[config.mk]
export PLATFORM = sky130hd
export DESIGN_NAME = dmst_params
export DESIGN_NICKNAME = d
export VERILOG_FILES = /design/src/hw/dmst_pkg.sv /design/src/hw/dmst_params.sv
export VERILOG_INCLUDE_DIRS = /design/src /design/src/hw
export SDC_FILE = /design/constraint.sdc
export NUM_CORES = 1
export LEC_CHECK = 0
export BUFFER_PORTS_ARGS = -buffer_cell sky130_fd_sc_hd__buf_2
export CELL_PAD_IN_SITES_DETAIL_PLACEMENT = 1
export CELL_PAD_IN_SITES_GLOBAL_PLACEMENT = 2
export CORE_MARGIN = 3
export CORE_UTILIZATION = 35
export CTS_CLUSTER_DIAMETER = 200
export DETAILED_ROUTE_END_ITERATION = 10
export GPL_ROUTABILITY_DRIVEN = 0
export PLACE_DENSITY_LB_ADDON = 0.1
export SYNTH_ARGS = -nofsm -noshare
export SYNTH_HDL_FRONTEND = slang
export SYNTH_SLANG_ARGS = --single-unit
[constraint.sdc]
create_clock -name CORE_CLK_I -period 4.2 [get_ports CORE_CLK_I]
set_input_delay 0.63 -clock CORE_CLK_I [delete_from_list [all_inputs] [get_ports CORE_CLK_I]]
set_output_delay 0.63 -clock CORE_CLK_I [all_outputs]
set_load 0.02 [all_outputs]
[src/hw/dmst_cfg.svh]
// constants for the drive mode, security and trip parameter block
`ifndef DMST_CFG_SVH
`define DMST_CFG_SVH
// parameter selectors on the access port
`define DMST_SEL_MODE    3'h0
`define DMST_SEL_SEC     3'h1
`define DMST_SEL_VER     3'h2
`define DMST_SEL_TRIP    3'h3
`define DMST_SEL_UNLOCK  3'h4
`define DMST_SEL_RSTCMD  3'h5
`define DMST_SEL_KPACC   3'h6
// unlock keys and reset command value
`define DMST_KEY_EUR     16'h04e5
`define DMST_KEY_USA     16'h04e6
`define DMST_RST_CMD     16'h0064
// value ranges
`define DMST_MODE_MIN    16'h0001
`define DMST_MODE_MAX    16'h0004
`define DMST_SEC_MAX     16'h0002
`define DMST_TRIP_MAX    16'h000f
// security levels
`define DMST_SEC_MENU0   2'h0
`define DMST_SEC_ALL     2'h1
`define DMST_SEC_LOCK    2'h2
// trip response bit positions
`define DMST_TB_STOP     0
`define DMST_TB_BRAKE    1
`define DMST_TB_PHASE    2
`define DMST_TB_BRES     3
// reset values
`define DMST_ZERO16      16'h0000
`define DMST_TRIP_RST    4'h0
`define DMST_FW_VER      16'h0064
`endif

[src/hw/dmst_pkg.sv]
// types for the drive mode, security and trip parameter block
package dmst_pkg;
    // numeric mode codes, also the serial values
    typedef enum logic [2:0] {
        DMST_OPEN_LOOP     = 3'h1,
        DMST_CLOSED_VECTOR = 3'h2,
        DMST_SERVO         = 3'h3,
        DMST_REGEN         = 3'h4
    } dmst_mode_t;
    // trip sequencer states
    typedef enum logic [1:0] {
        DMST_TS_IDLE  = 2'h0,
        DMST_TS_STOP  = 2'h1,
        DMST_TS_TRIP  = 2'h2
    } dmst_trip_t;
endpackage

[src/hw/dmst_params.sv]
// drive mode, keypad security, version and trip response parameter logic
`include "dmst_cfg.svh"
`timescale 1ns/1ps
`default_nettype none

module dmst_params #(
    parameter logic [15:0] FW_VERSION = `DMST_FW_VER  // arbitrary value, hundredths
) (
    input  wire logic                CORE_CLK_I,
    input  wire logic                RST_I,
    input  wire logic                PAR_WR_I,
    input  wire logic                PAR_SRC_SERIAL_I,
    input  wire logic [2:0]          PAR_SEL_I,
    input  wire logic [15:0]         PAR_WDATA_I,
    output logic      [15:0]         PAR_RDATA_O,
    output logic                     PAR_ERR_O,
    input  wire logic                RESET_BTN_I,
    input  wire logic                RESET_DIN_I,
    input  wire logic [5:0]          NI_TRIP_I,
    input  wire logic                BRAKE_TRIP_I,
    input  wire logic                PHASE_LOSS_I,
    input  wire logic                BRES_FAIL_I,
    input  wire logic                FRAME_SIZE0_I,
    input  wire logic                MOTOR_STOPPED_I,
    output dmst_pkg::dmst_mode_t     ACTIVE_MODE_O,
    output logic                     REGION_USA_O,
    output logic                     MENU_ALL_O,
    output logic                     USER_LOCK_O,
    output logic                     DRIVE_RESET_O,
    output logic                     DEFAULTS_LOAD_O,
    output logic                     MOTOR_DEF_O,
    output logic                     NVM_SAVE_O,
    output logic                     STOP_REQ_O,
    output logic                     TRIP_O
);
    import dmst_pkg::*;

    // ****************************************
    // helper functions
    // ****************************************
    // true when the unlock key holds a defaults key
    function automatic logic key_ok(input logic [15:0] k);
        key_ok = (k == `DMST_KEY_EUR) || (k == `DMST_KEY_USA);
    endfunction

    // true when a written value is a legal mode code
    function automatic logic mode_ok(input logic [15:0] v);
        mode_ok = (v >= `DMST_MODE_MIN) && (v <= `DMST_MODE_MAX);
    endfunction

    // ****************************************
    // state
    // ****************************************
    dmst_mode_t  active_mode_r;
    dmst_mode_t  pending_mode_r;
    logic        region_usa_r;
    logic [15:0] unlock_r;
    logic [1:0]  sec_r;
    logic        user_lock_r;
    logic [3:0]  trip_bits_r;
    logic [15:0] rst_cmd_r;
    logic [15:0] kp_acc_r;
    logic [15:0] rdata_r;
    logic        err_r;
    logic [2:0]  btn_sync_r, din_sync_r;
    logic        btn_lvl_r, din_lvl_r;
    logic        drv_rst_r;
    logic        def_load_r, nvm_save_r;
    logic        menu_all_r;
    dmst_trip_t  trip_st_r;
    dmst_trip_t  trip_nxt;
    logic        stop_req_r, trip_r;
    logic        wr_ok, keypad_ok, ser_rst;
    logic        btn_agree, din_agree;
    logic        drv_req, mode_chg;
    logic        hard_trip, soft_trip;

    // ****************************************
    // write acceptance
    // ****************************************
    // a locked keypad may only touch the security level
    assign keypad_ok = PAR_SRC_SERIAL_I || !user_lock_r;
    // decide whether the write on the port this cycle is taken
    always_comb begin
        wr_ok = 1'b0;
        if (PAR_WR_I && !drv_rst_r) begin
            case (PAR_SEL_I)
                `DMST_SEL_MODE:   wr_ok = keypad_ok && key_ok(unlock_r) && mode_ok(PAR_WDATA_I);
                `DMST_SEL_SEC:    wr_ok = (PAR_WDATA_I <= `DMST_SEC_MAX);
                `DMST_SEL_VER:    wr_ok = 1'b0;
                `DMST_SEL_TRIP:   wr_ok = keypad_ok && (PAR_WDATA_I <= `DMST_TRIP_MAX);
                `DMST_SEL_UNLOCK: wr_ok = keypad_ok;
                `DMST_SEL_RSTCMD: wr_ok = keypad_ok;
                `DMST_SEL_KPACC:  wr_ok = keypad_ok;
                default:          wr_ok = 1'b0;
            endcase
        end
    end

    // refused writes raise a one-cycle error pulse
    always_ff @(posedge CORE_CLK_I) begin
        if (RST_I) begin
            err_r <= 1'b0;
        end else begin
            err_r <= PAR_WR_I && !wr_ok;
        end
    end

    // ****************************************
    // drive reset sources
    // ****************************************
    // pins pass three flops; the first is read only by the second
    always_ff @(posedge CORE_CLK_I) begin
        if (RST_I) begin
            btn_sync_r <= 3'h0;
            din_sync_r <= 3'h0;
        end else begin
            btn_sync_r <= {btn_sync_r[1:0], RESET_BTN_I};
            din_sync_r <= {din_sync_r[1:0], RESET_DIN_I};
        end
    end

    // a level counts once stages two and three agree
    assign btn_agree = (btn_sync_r[1] == btn_sync_r[2]);
    assign din_agree = (din_sync_r[1] == din_sync_r[2]);
    // filtered levels of the reset button and reset input
    always_ff @(posedge CORE_CLK_I) begin
        if (RST_I) begin
            btn_lvl_r <= 1'b0;
            din_lvl_r <= 1'b0;
        end else begin
            if (btn_agree) btn_lvl_r <= btn_sync_r[2];
            if (din_agree) din_lvl_r <= din_sync_r[2];
        end
    end

    // only a serial host may fire a reset through the command value
    assign ser_rst = wr_ok && PAR_SRC_SERIAL_I && (PAR_SEL_I == `DMST_SEL_RSTCMD)
                     && (PAR_WDATA_I == `DMST_RST_CMD);

    // button press, any input toggle, or serial command
    assign drv_req = (btn_agree && btn_sync_r[2] && !btn_lvl_r)
                     || (din_agree && (din_sync_r[2] != din_lvl_r))
                     || ser_rst;

    // register the reset event so all its effects share one edge
    always_ff @(posedge CORE_CLK_I) begin
        if (RST_I) begin
            drv_rst_r <= 1'b0;
        end else begin
            drv_rst_r <= drv_req;
        end
    end

    // a mode change is applied only by a drive reset
    assign mode_chg = drv_rst_r && (pending_mode_r != active_mode_r);

    // ****************************************
    // operating mode
    // ****************************************
    // pending value is held apart so the running mode stays put
    always_ff @(posedge CORE_CLK_I) begin
        if (RST_I) begin
            pending_mode_r <= DMST_OPEN_LOOP;
            active_mode_r  <= DMST_OPEN_LOOP;
        end else begin
            if (mode_chg) begin
                active_mode_r <= pending_mode_r;
            end else if (wr_ok && PAR_SEL_I == `DMST_SEL_MODE) begin
                pending_mode_r <= dmst_mode_t'(PAR_WDATA_I[2:0]);
            end
        end
    end

    // defaults region follows the key present at the change
    always_ff @(posedge CORE_CLK_I) begin
        if (RST_I) begin
            region_usa_r <= 1'b0;
        end else if (mode_chg) begin
            region_usa_r <= (unlock_r == `DMST_KEY_USA);
        end
    end

    // default load, motor data reset and save all pulse together
    always_ff @(posedge CORE_CLK_I) begin
        if (RST_I) begin
            def_load_r <= 1'b0;
            nvm_save_r <= 1'b0;
        end else begin
            def_load_r <= mode_chg;
            nvm_save_r <= mode_chg;
        end
    end

    // ****************************************
    // unlock key and reset command
    // ****************************************
    // key clears after the reset that applies a mode change
    always_ff @(posedge CORE_CLK_I) begin
        if (RST_I) begin
            unlock_r <= `DMST_ZERO16;
        end else if (mode_chg) begin
            unlock_r <= `DMST_ZERO16;
        end else if (wr_ok && PAR_SEL_I == `DMST_SEL_UNLOCK) begin
            unlock_r <= PAR_WDATA_I;
        end
    end

    // command value reads back until the reset consumes it
    always_ff @(posedge CORE_CLK_I) begin
        if (RST_I) begin
            rst_cmd_r <= `DMST_ZERO16;
        end else if (drv_rst_r) begin
            rst_cmd_r <= `DMST_ZERO16;
        end else if (wr_ok && PAR_SEL_I == `DMST_SEL_RSTCMD) begin
            rst_cmd_r <= PAR_WDATA_I;
        end
    end

    // ****************************************
    // keypad security
    // ****************************************
    // level 2 arms a lock that the next drive reset applies
    always_ff @(posedge CORE_CLK_I) begin
        if (RST_I) begin
            sec_r       <= `DMST_SEC_MENU0;
            user_lock_r <= 1'b0;
        end else if (drv_rst_r) begin
            if (sec_r == `DMST_SEC_LOCK) begin
                user_lock_r <= 1'b1;
                sec_r       <= `DMST_SEC_MENU0;
            end
        end else if (wr_ok && PAR_SEL_I == `DMST_SEL_SEC) begin
            sec_r <= PAR_WDATA_I[1:0];
        end
    end

    // menu reach follows the level; the default load leaves it alone
    always_ff @(posedge CORE_CLK_I) begin
        if (RST_I) begin
            menu_all_r <= 1'b0;
        end else begin
            menu_all_r <= (sec_r == `DMST_SEC_ALL);
        end
    end

    // keypad access value survives the default load
    always_ff @(posedge CORE_CLK_I) begin
        if (RST_I) begin
            kp_acc_r <= `DMST_ZERO16;
        end else if (wr_ok && PAR_SEL_I == `DMST_SEL_KPACC) begin
            kp_acc_r <= PAR_WDATA_I;
        end
    end

    // ****************************************
    // trip response
    // ****************************************
    // trip bits go back to their default on a mode change
    always_ff @(posedge CORE_CLK_I) begin
        if (RST_I) begin
            trip_bits_r <= `DMST_TRIP_RST;
        end else if (mode_chg) begin
            trip_bits_r <= `DMST_TRIP_RST;
        end else if (wr_ok && PAR_SEL_I == `DMST_SEL_TRIP) begin
            trip_bits_r <= PAR_WDATA_I[3:0];
        end
    end

    // trips that never wait for a stop
    assign hard_trip = (BRAKE_TRIP_I && !trip_bits_r[`DMST_TB_BRAKE])
                       || (PHASE_LOSS_I && !(FRAME_SIZE0_I && trip_bits_r[`DMST_TB_PHASE]))
                       || (BRES_FAIL_I && !(FRAME_SIZE0_I && trip_bits_r[`DMST_TB_BRES]));

    // any of the six non-important classes
    assign soft_trip = |NI_TRIP_I;
    // next trip state; a drive reset clears a latched trip
    always_comb begin
        trip_nxt = trip_st_r;
        case (trip_st_r)
            DMST_TS_IDLE: begin
                if (hard_trip) begin
                    trip_nxt = DMST_TS_TRIP;
                end else if (soft_trip && trip_bits_r[`DMST_TB_STOP] && active_mode_r != DMST_REGEN) begin
                    trip_nxt = DMST_TS_STOP;
                end else if (soft_trip) begin
                    trip_nxt = DMST_TS_TRIP;
                end
            end
            // a hard trip must not wait behind the ramp down
            DMST_TS_STOP: trip_nxt = (hard_trip || MOTOR_STOPPED_I) ? DMST_TS_TRIP : DMST_TS_STOP;
            DMST_TS_TRIP: trip_nxt = drv_rst_r ? DMST_TS_IDLE : DMST_TS_TRIP;
            default:      trip_nxt = DMST_TS_IDLE;
        endcase
    end

    // trip state with registered stop and trip outputs
    always_ff @(posedge CORE_CLK_I) begin
        if (RST_I) begin
            trip_st_r  <= DMST_TS_IDLE;
            stop_req_r <= 1'b0;
            trip_r     <= 1'b0;
        end else begin
            trip_st_r  <= trip_nxt;
            stop_req_r <= (trip_nxt == DMST_TS_STOP);
            trip_r     <= (trip_nxt == DMST_TS_TRIP);
        end
    end

    // ****************************************
    // read back
    // ****************************************
    // mode reads as its numeric serial code; text is the keypad's job
    always_ff @(posedge CORE_CLK_I) begin
        if (RST_I) begin
            rdata_r <= `DMST_ZERO16;
        end else begin
            case (PAR_SEL_I)
                `DMST_SEL_MODE:   rdata_r <= {13'h0000, pending_mode_r};
                `DMST_SEL_SEC:    rdata_r <= {14'h0000, sec_r};
                `DMST_SEL_VER:    rdata_r <= FW_VERSION;
                `DMST_SEL_TRIP:   rdata_r <= {12'h000, trip_bits_r};
                `DMST_SEL_UNLOCK: rdata_r <= unlock_r;
                `DMST_SEL_RSTCMD: rdata_r <= rst_cmd_r;
                `DMST_SEL_KPACC:  rdata_r <= kp_acc_r;
                default:          rdata_r <= `DMST_ZERO16;
            endcase
        end
    end

    // ****************************************
    // outputs
    // ****************************************
    assign PAR_RDATA_O     = rdata_r;
    assign PAR_ERR_O       = err_r;
    assign ACTIVE_MODE_O   = active_mode_r;
    assign REGION_USA_O    = region_usa_r;
    assign MENU_ALL_O      = menu_all_r;
    assign USER_LOCK_O     = user_lock_r;
    assign DRIVE_RESET_O   = drv_rst_r;
    assign DEFAULTS_LOAD_O = def_load_r;
    assign MOTOR_DEF_O     = def_load_r;
    assign NVM_SAVE_O      = nvm_save_r;
    assign STOP_REQ_O      = stop_req_r;
    assign TRIP_O          = trip_r;
endmodule

`default_nettype wire

* Word level (Yosys, flattened, before mapping)
Cells that the tools add are included.
** Word-level totals
- Register bits :: 94
- Latch bits :: 0
- Memory bits (writable) :: 0
- ROM bits :: 0
- Bits of input ports :: 36
- Word-level logic and storage cells :: 109
- Memories :: 0
** Operators by class
- $add $sub $neg :: 0
- $mul :: 0
- Divide/modulo/power cells :: 0
- Magnitude comparators :: 4
- Equal/unequal tests :: 21
- Shift-type cells :: 0
- Multiplexer cells :: 12
- Bitwise gates (word level) :: 1
- Reductions and logical operators :: 50
** Operators by type and width (count)
- 16-bit case mux with 7 select lines :: 1
- 16-bit by 11-bit equality test with 1-bit output (second input constant) :: 2
- 1-bit logical AND :: 26
- 16-bit by 7-bit equality test with 1-bit output (second input constant) :: 1
- 16-bit by 1-bit >= comparator with 1-bit output (second input constant) :: 1
- 16-bit by 2-bit <= comparator with 1-bit output (second input constant) :: 1
- 16-bit by 3-bit <= comparator with 1-bit output (second input constant) :: 1
- 16-bit by 4-bit <= comparator with 1-bit output (second input constant) :: 1
- 2-bit two-way mux :: 8
- 3-bit equality test (second input constant) :: 3
- 1-bit zero test :: 7
- 1-bit logical OR :: 7
- 2-bit by 1-bit equality test with 1-bit output (second input constant) :: 3
- 2-bit equality test (second input constant) :: 3
- 3-bit by 2-bit equality test with 1-bit output (second input constant) :: 2
- 2-bit case mux with 3 select lines :: 1
- 2-bit AND reduction :: 3
- 6-bit OR reduction :: 1
- 1-bit case mux with 4 select lines :: 1
- 2-bit OR reduction :: 2
- 3-bit by 1-bit equality test with 1-bit output (second input constant) :: 1
- 3-bit zero test :: 1
- 3-bit inequality test :: 1
- 3-bit inequality test (second input constant) :: 1
- other kinds (8) :: 9

* Longest topological paths before layout
- Word-level depth :: 10
- Mapped depth :: 7
- Gate-level depth less buffers :: 5

* Worst setup path after synthesis
Ideal clock, no wire load.
- Path type :: input port to flip-flop
- Start :: in PAR_SEL_I[0]
- End :: reg trip_bits_r[0]
- Data arrival time :: 1869 ps
- Setup slack :: 2203 ps
- Stages :: 6
- Path buffers :: 1
- Cell sequence :: buf_4 -> nor2b_1 -> o311ai_0 -> nor4b_2 -> mux2i_1 -> nor2_1
** On the way
- Word-level cells in the longest chain between the ends :: 5
** RTL lines
- start: declaration :: line dmst_params.sv:13 : input wire logic [2:0] PAR_SEL_I,
- 3-bit equality test :: line dmst_params.sv:87 : case (PAR_SEL_I)
- 3-bit OR reduction (no source line)
- 1-bit case mux with 4 select lines :: line dmst_params.sv:87
- 1-bit two-way mux :: line dmst_params.sv:86 : if (PAR_WR_I && !drv_rst_r) begin
- 1-bit logical AND (no source line) (*)
- end signal: assignment :: line dmst_params.sv:262 : trip_bits_r <= `DMST_TRIP_RST;
- end signal: assignment :: line dmst_params.sv:264 : trip_bits_r <= `DMST_TRIP_RST;
- end signal: assignment :: line dmst_params.sv:266 : trip_bits_r <= PAR_WDATA_I[3:0];
- end: declaration :: line dmst_params.sv:60 : logic [3:0] trip_bits_r;
Every way passes the cells marked *; elsewhere a longest branch is shown, timed or not.
A chain may end at the register's enable or synchronous reset.

* Worst setup path after layout
- Start :: in PAR_SEL_I[1]
- End :: reg kp_acc_r[0]
** On the way
- Word-level cells in the longest chain between the ends :: 5
** RTL lines
- 3-bit equality test :: line dmst_params.sv:87
- 3-bit OR reduction (no source line)
- 1-bit case mux with 4 select lines :: line dmst_params.sv:87
- 1-bit two-way mux :: line dmst_params.sv:86
- 1-bit logical AND (no source line) (*)
- end signal: assignment :: line dmst_params.sv:250 : kp_acc_r <= `DMST_ZERO16;
- end: declaration :: line dmst_params.sv:62 : logic [15:0] kp_acc_r;
Marked as above.

==> flow_summary.toml <==
[outcome]
outcome = "completed"

[clock_network]
cts_stage_hold_buffer_count = 0
clk_pin_slew_worst_paths_ps = 70
cts_root_buf = "sky130_fd_sc_hd__clkbuf_16"
clock_insertion_delay_at_the_later_pin_of_the_skew_report_ps = 340
postCtsSetupBuffers = 0
cts_max_path_buffers = 2
ctsResizeCount = 0
h-tree-depth = 3
tritoncts_clock_tree = "yes"
number_of_clock_buffers_inserted_by_tritoncts = 9
cts.sink_count = 94

[worst_setup_path]
worst_r2r_startpoint = "DRIVE_RESET_O"
critical_path_buf_inv_count = 2
critical_path.slowest_cell = "sky130_fd_sc_hd__nand2_1"
critPathTopFamily = "simple AND/OR/NAND/NOR gates"
startpoint = "PAR_SEL_I[1]"
critPathMostFrequentCell = "sky130_fd_sc_hd__nand2_1"
path_cells = "buf_2 -> inv_1 -> nor2_2 -> nand2_1 -> nand2_1 -> a21oi_1"
critical_path.endpoint_type = "flop"
critical_path.startpoint_type = "input port"
cp_slowest_stage_delay_ps = 680
cp_data_required_time_ps = 4410
critical_path.max_fanout = 29
crit_path_dat_ps = 2960
setup.worst_path.class = "input port to flop"

[sta]
finalHoldViolations = 0
maximum_achievable_frequency_mhz = 364
timing.hold.ws_ps = 446
setup_viol = 0
worst_pin_slew_ps = 906
maxSlewHeadroom = 0.396
timing.final.max_slew_violations = 0
min_period_over_period = 0.654
rsz0062_at_grt = "false"
setup_tns_ps = 0
final.setup_skew_ps = 6.53
timing.final.crit_period_ps = 2750

[synthesis]
synth_warnings = 0
postSynthAreaPerCell_um2 = 8.26
synthDistinctLibCells = 46
netlist_top_cells_count = "sky130_fd_sc_hd__dfxtp_1, sky130_fd_sc_hd__nand2_1, sky130_fd_sc_hd__a21oi_1, sky130_fd_sc_hd__nand3_1, sky130_fd_sc_hd__nor2_1"
mappedNetlistArea_mm2 = 0.00398
synthAdderAreaFrac = 0.00314
synth.top_cell.area_share = 0.473
yosysSeqAreaShare = 0.473
synthTopCellsByArea = "sky130_fd_sc_hd__dfxtp_1, sky130_fd_sc_hd__a21oi_1, sky130_fd_sc_hd__nand2_1, sky130_fd_sc_hd__mux2i_1, sky130_fd_sc_hd__nand3_1"
post_synth_xor_area_fraction = 0.0110
main_combinational_cell_family_by_area_after_synthesis = "simple AND/OR/NAND/NOR gates"
synthMostInstantiatedCell = "sky130_fd_sc_hd__dfxtp_1"
post_synth_and_or_nand_nor_area_fraction = 0.241
cells_after_synthesis = 482
post-synth-top-area-cell = "sky130_fd_sc_hd__dfxtp_1"
synth_flop_cell = "sky130_fd_sc_hd__dfxtp_1"
synthArstFlopShare = 0
synth-edff-count = 0
yosys_register_bits = 94
synthesis.nets = 519
synth_compound_area_frac = 0.156
muxShareOfSynthArea = 0.0682

[grt]
global_route.overflow_total = 0
global_route.usage.met2 = 0.322
grt_first_pass_wirelength_mm = 20.3
pin_count_of_the_biggest_net_entering_global_routing = 39
busiest_layer = "met2"
met1_usage_grt = 0.279
antenna_found_initial = 0
groute.layer.met3.usage = 0.0318
track_usage = 0.203
number_of_global_route_vias_before_repair = 3748

[die]
height_of_the_die_um = 113
effective_utilization_at_floorplan = 0.362
io_pins = 65
coreArea_mm2 = 0.0110
die_w_um = 113
rows = 38
die_area_mm2 = 0.0127

[worst_hold_path]
source_of_the_worst_hold_timing_path = "din_sync_r[0]"
hold_path_class = "flop to flop"

[drt]
total_vias_in_the_final_route = 3619
final_antenna_net_count = 0
drt_pre_antenna_iters = 4
drt_iter0_markers = 210
mean_routed_wirelength_per_cell_um = 18.5
drc_errors = 0
drt_wl_total_mm = 12.5
viasPerCell = 5.38

[finish]
final_core_util = 0.425
area.growth.synth_to_final_pct = 17.1
n_antenna_cell = 0
number_of_nets_in_the_layout = 565
final_layout_size_suffix_gt1_frac = 0.173
layout.cell_area.non_filler_mm2 = 0.00466
final.fill_count = 1356

[placed_design]
placement.cell_area_mm2 = 0.00437
quantity_of_i_o_buffers_inserted_on_ports = 64
dp.final_hpwl_mm = 8.53

[pwr]
post_route_total_power_mw = 1.86
leak_pwr_nw = 1.80
power_density_mw_per_mm2 = 399
ir_worst_vdd_v = 0.000184

[job]
maxCapViolations = 0
-- metrics by stage --
stage / instances / setup slack [ps]
finish: 673 / 1450
global route: 673 / 1220
CTS: 673 / 1380
detailed placement: 657 / 1030
global placement: 657 / 1150
floorplan: 482 / 2200
-- final cells by class --
| class | count | area [um^2] | share of cell area |
|---|---|---|---|
| Tap cell | 140 | 175 | 0.0376 |
| Sequential cell | 94 | 1880 | 0.404 |
| Timing Repair Buffer | 69 | 358 | 0.0767 |
| Multi-Input combinational cell | 343 | 1910 | 0.410 |
| Clock buffer | 12 | 267 | 0.0572 |
| Inverter | 11 | 41.3 | 0.00885 |
| Clock inverter | 4 | 28.8 | 0.00617 |
-- where the power goes --
| group | switching, mW | internal (mW) | leakage (nW) | total, mW |
|---|---|---|---|---|
| clock | 0.348 | 0.451 | 0.141 | 0.799 |
| sequential | 0.00832 | 0.906 | 0.761 | 0.914 |
| combinational | 0.105 | 0.0440 | 0.893 | 0.149 |
-- sequential cells by signal (all words and copies together), names as in the netlist --
name and cells:
ACTIVE_MODE_O 3, pending_mode_r 3, trip_bits_r 4, TRIP_O 1, unlock_r 16, kp_acc_r 16
DRIVE_RESET_O 1, NVM_SAVE_O 1, btn_sync_r 3, din_sync_r 3, trip_st_r 2, rst_cmd_r 16
sec_r 2, MENU_ALL_O 1, din_lvl_r 1, btn_lvl_r 1, USER_LOCK_O 1, PAR_RDATA_O 16
PAR_ERR_O 1, STOP_REQ_O 1, REGION_USA_O 1
-- per-layer routing --
metal	vias to the layer above	wire length, um
li1	1763	-
met1	1769	5880
met4	0	174
met2	75	5900
met3	12	509
met5	-	0
-- cells in the final DEF, fill, tap and decap left out, types with 3 or more instances in the layout --
master                      synthesis  layout
sky130_fd_sc_hd__nor2_1            48      47
sky130_fd_sc_hd__o21ai_0            9       9
sky130_fd_sc_hd__a31oi_1            4       4
sky130_fd_sc_hd__nand2_1           73      73
sky130_fd_sc_hd__a21oi_1           66      66
sky130_fd_sc_hd__nor4_1             4       4
sky130_fd_sc_hd__clkbuf_16          0       9
sky130_fd_sc_hd__o211a_1            3       3
sky130_fd_sc_hd__buf_2              8      64
sky130_fd_sc_hd__mux2i_1           26      26
sky130_fd_sc_hd__clkbuf_8           0       3
sky130_fd_sc_hd__nor2b_1           11      11
sky130_fd_sc_hd__dfxtp_1           94      94
sky130_fd_sc_hd__nand3_1           51      51
sky130_fd_sc_hd__xor2_1             5       5
sky130_fd_sc_hd__buf_4              3       5
sky130_fd_sc_hd__nand4_1            4       4
sky130_fd_sc_hd__nand2b_1           4       4
sky130_fd_sc_hd__inv_1             10      10
-- kinds of logic (layout without fill, tap and decap cells) --
kind of cell | Yosys count | after routing
multiplexers | 27 | 27
AND/OR/NAND/NOR | 207 | 207
flip-flops | 94 | 94
XOR/XNOR | 5 | 5
AO/OA/AOI/OAI | 103 | 103
buffers and inverters | 45 | 96
adder cells (fa/ha/maj) | 1 | 1
-- worst register-to-register path: cells and delay by family (launching register included) --
| family | cells | cell delay (ps) |
|---|---|---|
| simple gates | 3 | 1250 |
| flops | 1 | 480 |
| compound gates | 2 | 810 |
-- path summary, 6_finish.rpt --
check	to	slack, ps	cells past startpoint
max	kp_acc_r[0]	1450	6
min reg2reg	din_sync_r[1]	450	1
max reg2reg	kp_acc_r[0]	1530	5
min	din_sync_r[1]	450	1
No activity file was read; power rests on OpenSTA's default activity.
